**src/bzc_regs.svh**
```systemverilog
`ifndef BZC_REGS_SVH
`define BZC_REGS_SVH
`define BZC_ADDR_W 8
`define BZC_DATA_W 8
`define BZC_CODE_W 7
`define BZC_OFS_INDOOR_MAX 8'h10
`define BZC_OFS_INDOOR_DIM 8'h11
`define BZC_OFS_DARK_MAX 8'h12
`define BZC_OFS_DARK_DIM 8'h13
`define BZC_CODE_RESET 7'h00
`define BZC_CODE_ZERO 7'h00
`define BZC_CODE_FULL_SCALE 7'h7f
`define BZC_RSVD_READ 1'b0
`define BZC_RDATA_IDLE 8'h00
`define BZC_ZONE_W 3
`define BZC_ZONE_INDOOR 3'h4
`define BZC_ZONE_DARK 3'h5
`define BZC_READ_BACK_LAG 2
`endif

```
**src/bzc_pkg.sv**
```systemverilog
`default_nettype none
package bzc_pkg;
  typedef enum logic {BZC_FULL, BZC_DIMMED} bzc_level_t;
endpackage : bzc_pkg
`default_nettype wire

```
**src/bzc_code_reg.sv**
```systemverilog
`timescale 1ns/10ps
`default_nettype none
`include "bzc_regs.svh"
module bzc_code_reg
  import bzc_pkg::*;
#(
  parameter logic [7:0] OFFSET = `BZC_OFS_INDOOR_MAX
) (
  input wire logic clk_i,
  input wire logic rst_i,
  input wire logic [`BZC_ADDR_W-1:0] addr_i,
  input wire logic [`BZC_DATA_W-1:0] wdata_i,
  input wire logic wr_i,
  output logic hit_o,
  output logic [`BZC_CODE_W-1:0] code_o
);
  logic [`BZC_CODE_W-1:0] code_reg;
  logic [`BZC_CODE_W-1:0] code_next;

  assign hit_o = (addr_i == OFFSET);
  // Bit 7 is never stored, so it cannot leak back on a read
  assign code_next = (wr_i && hit_o) ? wdata_i[`BZC_CODE_W-1:0] : code_reg;
  assign code_o = code_reg;

  always_ff @(posedge clk_i or posedge rst_i) begin
    if (rst_i) begin
      code_reg <= `BZC_CODE_RESET;
    end else begin
      code_reg <= code_next;
    end
  end
endmodule : bzc_code_reg
`default_nettype wire

```
**src/bzc_zone_current.sv**
```systemverilog
// Operation
// - Register 0x10 holds indoor full code, bit7 reserved
// - Register 0x11 holds indoor dimmed code, bit7 reserved
// - Register 0x12 holds dark full code, bit7 reserved
// - Register 0x13 holds dark dimmed code, bit7 reserved
// - Dim on timeout or dim-enable flag
// - Seven-bit code maps nonlinearly, 0 to 30 mA
`timescale 1ns/10ps
`default_nettype none
`include "bzc_regs.svh"
module bzc_zone_current
  import bzc_pkg::*;
#(
  parameter int CODE_W = `BZC_CODE_W
) (
  input wire logic CORE_CLK_I,
  input wire logic RESET_I,
  input wire logic [`BZC_ADDR_W-1:0] REG_ADDR_I,
  input wire logic [`BZC_DATA_W-1:0] REG_WDATA_I,
  input wire logic REG_WR_I,
  input wire logic REG_RD_I,
  input wire logic [`BZC_ZONE_W-1:0] ZONE_I,
  input wire logic DIM_TIMEOUT_I,
  input wire logic DIM_EN_I,
  output logic [`BZC_DATA_W-1:0] REG_RDATA_O,
  output logic REG_HIT_O,
  output logic [`BZC_CODE_W-1:0] BL_CODE_O,
  output logic BL_ACTIVE_O,
  output logic BL_DIMMED_O,
  output logic BL_ZERO_O
);
  if (CODE_W != `BZC_CODE_W) begin : g_code_w_check
    $error("CODE_W must equal the DAC code width");
  end

  logic [`BZC_CODE_W-1:0] indoor_full_code;
  logic [`BZC_CODE_W-1:0] indoor_dimmed_code;
  logic [`BZC_CODE_W-1:0] dark_full_code;
  logic [`BZC_CODE_W-1:0] dark_dimmed_code;
  logic hit_indoor_max;
  logic hit_indoor_dim;
  logic hit_dark_max;
  logic hit_dark_dim;

  bzc_code_reg #(.OFFSET(`BZC_OFS_INDOOR_MAX)) u_indoor_max_current (
    .clk_i(CORE_CLK_I),
    .rst_i(RESET_I),
    .addr_i(REG_ADDR_I),
    .wdata_i(REG_WDATA_I),
    .wr_i(REG_WR_I),
    .hit_o(hit_indoor_max),
    .code_o(indoor_full_code)
  );

  bzc_code_reg #(.OFFSET(`BZC_OFS_INDOOR_DIM)) u_indoor_dim_current (
    .clk_i(CORE_CLK_I),
    .rst_i(RESET_I),
    .addr_i(REG_ADDR_I),
    .wdata_i(REG_WDATA_I),
    .wr_i(REG_WR_I),
    .hit_o(hit_indoor_dim),
    .code_o(indoor_dimmed_code)
  );

  bzc_code_reg #(.OFFSET(`BZC_OFS_DARK_MAX)) u_dark_max_current (
    .clk_i(CORE_CLK_I),
    .rst_i(RESET_I),
    .addr_i(REG_ADDR_I),
    .wdata_i(REG_WDATA_I),
    .wr_i(REG_WR_I),
    .hit_o(hit_dark_max),
    .code_o(dark_full_code)
  );

  bzc_code_reg #(.OFFSET(`BZC_OFS_DARK_DIM)) u_dark_dim_current (
    .clk_i(CORE_CLK_I),
    .rst_i(RESET_I),
    .addr_i(REG_ADDR_I),
    .wdata_i(REG_WDATA_I),
    .wr_i(REG_WR_I),
    .hit_o(hit_dark_dim),
    .code_o(dark_dimmed_code)
  );

  // Read decode; unmapped offsets read zero
  wire any_hit = hit_indoor_max | hit_indoor_dim | hit_dark_max | hit_dark_dim;
  wire [`BZC_CODE_W-1:0] read_code =
    hit_indoor_max ? indoor_full_code :
    hit_indoor_dim ? indoor_dimmed_code :
    hit_dark_max ? dark_full_code :
    hit_dark_dim ? dark_dimmed_code : `BZC_CODE_ZERO;
  wire [`BZC_DATA_W-1:0] rdata_next = REG_RD_I ? {`BZC_RSVD_READ, read_code} : REG_RDATA_O;

  function automatic logic zone_is(input logic [`BZC_ZONE_W-1:0] zone, input logic [`BZC_ZONE_W-1:0] level);
    return zone == level;
  endfunction : zone_is

  // Zone and level selection
  wire zone_indoor = zone_is(ZONE_I, `BZC_ZONE_INDOOR);
  wire zone_dark = zone_is(ZONE_I, `BZC_ZONE_DARK);
  wire zone_ours = zone_indoor | zone_dark;
  bzc_level_t level_next;
  assign level_next = (DIM_TIMEOUT_I || DIM_EN_I) ? BZC_DIMMED : BZC_FULL;
  wire [`BZC_CODE_W-1:0] full_code = zone_dark ? dark_full_code : indoor_full_code;
  wire [`BZC_CODE_W-1:0] dimmed_code = zone_dark ? dark_dimmed_code : indoor_dimmed_code;
  // Code goes to the DAC unchanged; the current curve lives in the analog side
  wire [`BZC_CODE_W-1:0] code_next = !zone_ours ? `BZC_CODE_ZERO :
    (level_next == BZC_DIMMED) ? dimmed_code : full_code;

  always_ff @(posedge CORE_CLK_I or posedge RESET_I) begin
    if (RESET_I) begin
      REG_RDATA_O <= `BZC_RDATA_IDLE;
      REG_HIT_O <= 1'b0;
    end else begin
      REG_RDATA_O <= rdata_next;
      REG_HIT_O <= (REG_RD_I || REG_WR_I) && any_hit;
    end
  end

  always_ff @(posedge CORE_CLK_I or posedge RESET_I) begin
    if (RESET_I) begin
      BL_CODE_O <= `BZC_CODE_ZERO;
      BL_ACTIVE_O <= 1'b0;
      BL_DIMMED_O <= 1'b0;
      BL_ZERO_O <= 1'b1;
    end else begin
      BL_CODE_O <= code_next;
      BL_ACTIVE_O <= zone_ours;
      BL_DIMMED_O <= zone_ours && (level_next == BZC_DIMMED);
      BL_ZERO_O <= (code_next == `BZC_CODE_ZERO);
    end
  end
endmodule : bzc_zone_current
`default_nettype wire

```
**config.mk**
```make
export PLATFORM = sky130hd
export DESIGN_NAME = bzc_zone_current
export DESIGN_NICKNAME = d
export VERILOG_FILES = /design/src/bzc_pkg.sv /design/src/bzc_code_reg.sv /design/src/bzc_zone_current.sv
export VERILOG_INCLUDE_DIRS = /design/src
export SDC_FILE = /design/constraint.sdc
export NUM_CORES = 1
export LEC_CHECK = 0
export ABC_AREA = 1
export BUFFER_PORTS_ARGS = -buffer_cell sky130_fd_sc_hd__buf_2
export CAP_MARGIN = 30
export CORE_UTILIZATION = 40
export DETAILED_ROUTE_END_ITERATION = 12
export PLACE_DENSITY = 0.61
export SYNTH_ARGS = -nofsm -noshare
export SYNTH_HDL_FRONTEND = slang
export SYNTH_SLANG_ARGS = --single-unit
```
**constraint.sdc**
```tcl
create_clock -name CORE_CLK_I -period 1.35 [get_ports CORE_CLK_I]
set_clock_uncertainty 0.2 [all_clocks]
set_input_delay 0.0675 -clock CORE_CLK_I [delete_from_list [all_inputs] [get_ports CORE_CLK_I]]
set_output_delay 0.0675 -clock CORE_CLK_I [all_outputs]
set_load 0.005 [all_outputs]
```
== Word-level counts from Yosys, hierarchy flattened ==
Index checks and enable logic that the tools add are counted.
Widths: inputs -> output; s select.
Operators by class
  div/mod/pow operators: 0
  shift operators: 0
  $lt $le $gt $ge: 0
  bitwise logic cells: 4
  mux-type cells: 9
  add/sub/neg operators: 0
  multiply operators: 0
  reductions and logical operators: 9
  eq/ne operators: 6
Operator list (number)
  $mux 7: 8
  $eq 8x5->1 const B: 4
  $logic_not 7->1: 1
  $eq 3x3->1 const B: 2
  $logic_and 1x1->1: 6
  $or 1x1->1: 4
  $logic_or 1x1->1: 2
  $mux 1: 1
Word-level totals
  input bits: 25
  memory bits (writable): 0
  memories: 0
  bits in latches: 0
  bits in registers: 46
  output and inout port bits: 19
  memory bits (read-only): 0

== Longest topological paths before layout ==
  depth after elaboration: 5
  depth in mapped cells: 9
  mapped depth without buffers: 8

== Modules after synthesis ==
A second synthesis with hierarchy kept.
Unflattened totals
  cell total of the unflattened synthesis: 367
  area total of the unflattened synthesis: 2728.9 sq um
By module, submodules not included
  bzc_zone_current: area an instance 1192.4 sq um, seq. area each 451.7 sq um, times used 1, cells an instance 184
  bzc_code_reg (u_dark_max_current ...): area an instance 379.1 sq um, seq. area each 175.2 sq um, times used 2, cells an instance 44
  bzc_code_reg (u_dark_dim_current): area an instance 389.1 sq um, seq. area each 175.2 sq um, times used 1, cells an instance 43
  bzc_code_reg (u_indoor_max_current): area an instance 389.1 sq um, seq. area each 175.2 sq um, times used 1, cells an instance 52

== Worst setup path before layout ==
No wires, ideal clock.
  kind: input to register
  start point: input port REG_ADDR_I[5]
  end point: register u_dark_dim_current.code_reg[0], in the netlist u_dark_dim_current.code_o[0]
  path buffers: 1
  stages: 7
  arrival: 0.929 ns
  path slack: 0.104 ns
  data required time: 1.033 ns
  setup time: 0.117 ns
  cells stage by stage: nor2_1 -> nand3_2 -> inv_2 -> nand3_1 -> buf_6 -> nand2_1 -> o21ai_2
On the way
  cells in the longest elaborated chain, start to end: 2
RTL lines
  start: declaration: line bzc_zone_current.sv:18  | input wire logic [`BZC_ADDR_W-1:0] REG_ADDR_I,
  $eq 8x5->1: line bzc_code_reg.sv:20  | assign hit_o = (addr_i == OFFSET);
  $logic_and 1x1->1: line bzc_code_reg.sv:22  | assign code_next = (wr_i && hit_o) ? wdata_i[`BZC_CODE_W-1:0] : code_reg;
  end signal: assignment: line bzc_code_reg.sv:27  | code_reg <= `BZC_CODE_RESET;
  end signal: assignment: line bzc_code_reg.sv:29  | code_reg <= code_next;
  end: declaration: line bzc_code_reg.sv:17  | logic [`BZC_CODE_W-1:0] code_reg;
Every way passes these cells.
A chain may end at the register's enable or synchronous reset.

== Final worst setup path ==
  start point: register u_dark_dim_current.code_reg[3], in the netlist u_dark_dim_current.code_o[3]
  end point: register BL_ZERO_O
On the way
  cells in the longest elaborated chain, start to end: 4
RTL lines
  $mux 7: line bzc_zone_current.sv:105  | wire [`BZC_CODE_W-1:0] dimmed_code = zone_dark ? dark_dimmed_code : indoor_dimmed_code;
  $mux 7: line bzc_zone_current.sv:108  | (level_next == BZC_DIMMED) ? dimmed_code : full_code;
  $mux 7: line bzc_zone_current.sv:107  | wire [`BZC_CODE_W-1:0] code_next = !zone_ours ? `BZC_CODE_ZERO :
  $logic_not 7->1 (no source line)
  end signal: assignment: line bzc_zone_current.sv:130  | BL_ZERO_O <= (code_next == `BZC_CODE_ZERO);
  end: declaration: line bzc_zone_current.sv:30  | output logic BL_ZERO_O
Every way passes these cells.

==> impl_metrics.env <==
export IMPL_status="finished clean"
export IMPL_grt_max_degree=21
export IMPL_dpl_cell_area_um2=2890
export IMPL_grt_total_usage=0.223
export IMPL_core_area_um2=5640
export IMPL_crit_arrival_ns=1.33
export IMPL_yosysUniqueCellTypes=26
export IMPL_antenna_found_initial=0
export IMPL_h_tree_depth=2
export IMPL_final_hold_viol_count=0
export IMPL_layout_setup_ws_ns=0.0689
export IMPL_cts_buffer_depth=2
export IMPL_fin_area_um2=3170
export IMPL_total_power_mw=2.99
export IMPL_drv_slew=0
export IMPL_dp_cells=425
export IMPL_dp_hpwl_um=4330
export IMPL_vias_per_cell=4.95
export IMPL_dp_slack_ns=-0.0599
export IMPL_synth_nets=323
export IMPL_critical_path_class="flip-flop to flip-flop"
export IMPL_ant_nets=0
export IMPL_drt_iter0_drc=171
export IMPL_cts_root_buf="clkbuf_8"
export IMPL_wl_um=6310
export IMPL_clock_sinks=46
export IMPL_pwr_share_seq=0.497
export IMPL_wl_per_cell_um=14.1
export IMPL_clk_pin_slew_ns=0.08
export IMPL_p_leak_nw=1.65
export IMPL_switching_share=0.252
export IMPL_die_h_um=79.5
export IMPL_cp_max_fo=3
export IMPL_worstSetupEndpointType="flip-flop"
export IMPL_ir_drop_uv=539
export IMPL_via_count=2216
export IMPL_setup_tns_ns=0
export IMPL_power_density_nw_per_um2=946
export IMPL_hold_class="input pin to flip-flop"
export IMPL_grt_pass1_wl_um=10400
export IMPL_power_clock_fraction=0.358
export IMPL_synth_area_per_cell_um2=8.05
export IMPL_clk_latency_ns=0.30
export IMPL_multi_input_area_um2=995
export IMPL_nNetsFinal=400
export IMPL_cts_buffers=5
export IMPL_gr_total_overflow=0
export IMPL_fin_hold_ws_ns=0.0126
export IMPL_cp_required_ns=1.40
export IMPL_gp_congestion=0.830
export IMPL_critPathLaunchType="flip-flop"
export IMPL_dieWidth_um=79.5
export IMPL_fmax_ghz=0.781
export IMPL_rsz0062_at_grt="true"
export IMPL_min_period_over_period=0.949
export IMPL_internal_power_mw=2.24
export IMPL_combPwrFrac=0.144
export IMPL_n_antenna_cell=0
export IMPL_drt_first_pass_iters=4
export IMPL_p_sw_mw=0.754
export IMPL_post_route_util=0.561
export IMPL_die_area_um2=6310
export IMPL_drv_cap=0
export IMPL_drive_above_1_share=0.285
export IMPL_instances_no_fill=448
export IMPL_yosys_warnings=0
export IMPL_route_detailed_drc=0
export IMPL_initial_utilization=0.425
export IMPL_rows=27
export IMPL_finalSetupViolCount=0
export IMPL_cts_tree="built"
export IMPL_syn_to_final_growth_pct=32.0
export IMPL_regArea_um2=1150
export IMPL_yosysSeqAreaShare=0.480
export IMPL_ios=44
export IMPL_fin_crit_ns=1.28
export IMPL_synthCells=298
export IMPL_numPortBuffers=41
export IMPL_syn_area_um2=2400
export IMPL_ys_seq_elements=46
export IMPL_fill_cells=518
export IMPL_first_global_vias=2097
flip-flops by register name (all words and copies together) (netlist names), 7 cells and up:
name	count
u_indoor_max_current.code_o	7
u_dark_max_current.code_o	7
u_dark_dim_current.code_o	7
REG_RDATA_O	7
BL_CODE_O	7
u_indoor_dim_current.code_o	7
kinds of logic (layout without fill, tap and decap cells):
kind of cell | after synthesis | after routing | synth area share
buffers and inverters | 60 | 138 | 0.113
DFF | 46 | 46 | 0.480
other | 1 | 1 | 0.00156
AOI/OAI and AO/OA | 44 | 44 | 0.111
and+or+nand+nor | 147 | 147 | 0.295
power groups by stage:
stage	Sequential (mW)	Clock (mW)	Combinational [mW]
2_1_floorplan	1.51	0	0.213
3_3_place_gp	1.51	0	0.386
3_5_place_dp	1.52	0	0.392
4_1_cts	1.49	1.08	0.420
5_1_grt	1.50	1.16	0.486
6_report	1.49	1.07	0.432
layer usage:
metal	share of wire	GRT usage	vias up
li1	-	-	1113
met1	0.45	0.293	1013
met2	0.45	0.345	79
met3	0.071	0.0457	11
met4	0.028	0.113	0
met5	0	0	-
area by class of cell:
cell class              count  area share
clock buffers               7      0.0273
clock inverters             1     0.00948
inverters                  49      0.0601
multi-input cells         192       0.314
flip-flops and latches     46       0.364
well taps                  72      0.0284
repair buffers             81       0.197
synth_stat cells, drive strengths merged:
master	instances	area, µm²
inv	49	186
nor3	3	30.0
nand3	33	180
buf	10	80.1
nand4	13	81.3
dfrtp	45	1130
o21ai	29	171
a211oi	1	7.51
o211ai	7	52.6
a21oi	7	35.0
dfstp	1	26.3
nor4	1	21.3
clkbuf	1	3.75
nor2	12	72.6
nand2	85	322
conb	1	3.75
critical path, stage by stage, from the launching register on:
cell     delay [ns]
dfrtp_1        0.40
inv_1          0.08
nand4_1        0.09
nand3_1        0.08
nand2_1        0.09
nand2_2        0.08
nand3_2        0.09
nor2_2         0.11
path summary, 6_finish.rpt:
kind | from | endpoint | slack [ns] | depth (start not counted)
setup / recovery | u_dark_dim_current.code_o[3] | BL_ZERO_O | 0.07 | 7
hold / removal | REG_RD_I | REG_RDATA_O[0] | 0.01 | 5
setup reg to reg | u_dark_dim_current.code_o[3] | BL_ZERO_O | 0.07 | 7
hold reg to reg | REG_RDATA_O[4] | REG_RDATA_O[4] | 0.28 | 2
max in group asynchronous | RESET_I | u_dark_max_current.code_o[3] | 0.42 | 4
min in group asynchronous | RESET_I | REG_RDATA_O[1] | 0.12 | 3
cell usage in the layout, fill, tap and decap left out, drive strengths merged:
cell / Yosys / routed
buf: 10 / 69
dfrtp: 45 / 45
bufinv: 0 / 1
nor3: 3 / 3
o21ai: 29 / 29
dlygate4sd3: 0 / 12
dfstp: 1 / 1
nand4: 13 / 13
nor4: 1 / 1
clkbuf: 1 / 7
a21oi: 7 / 7
nand3: 33 / 33
conb: 1 / 1
inv: 49 / 48
clkinvlp: 0 / 1
a211oi: 1 / 1
nand2: 85 / 85
nor2: 12 / 12
o211ai: 7 / 7
repair_timing:
item                                    4_1_cts  5_1_grt
endpoints found under the setup margin        0        2
gates resized for setup                       0        7
hold buffers                                 12        0
buffers inserted                              0        3
hold endpoints to repair                     76        0
Note: power is estimated with default switching activity, not from simulation.
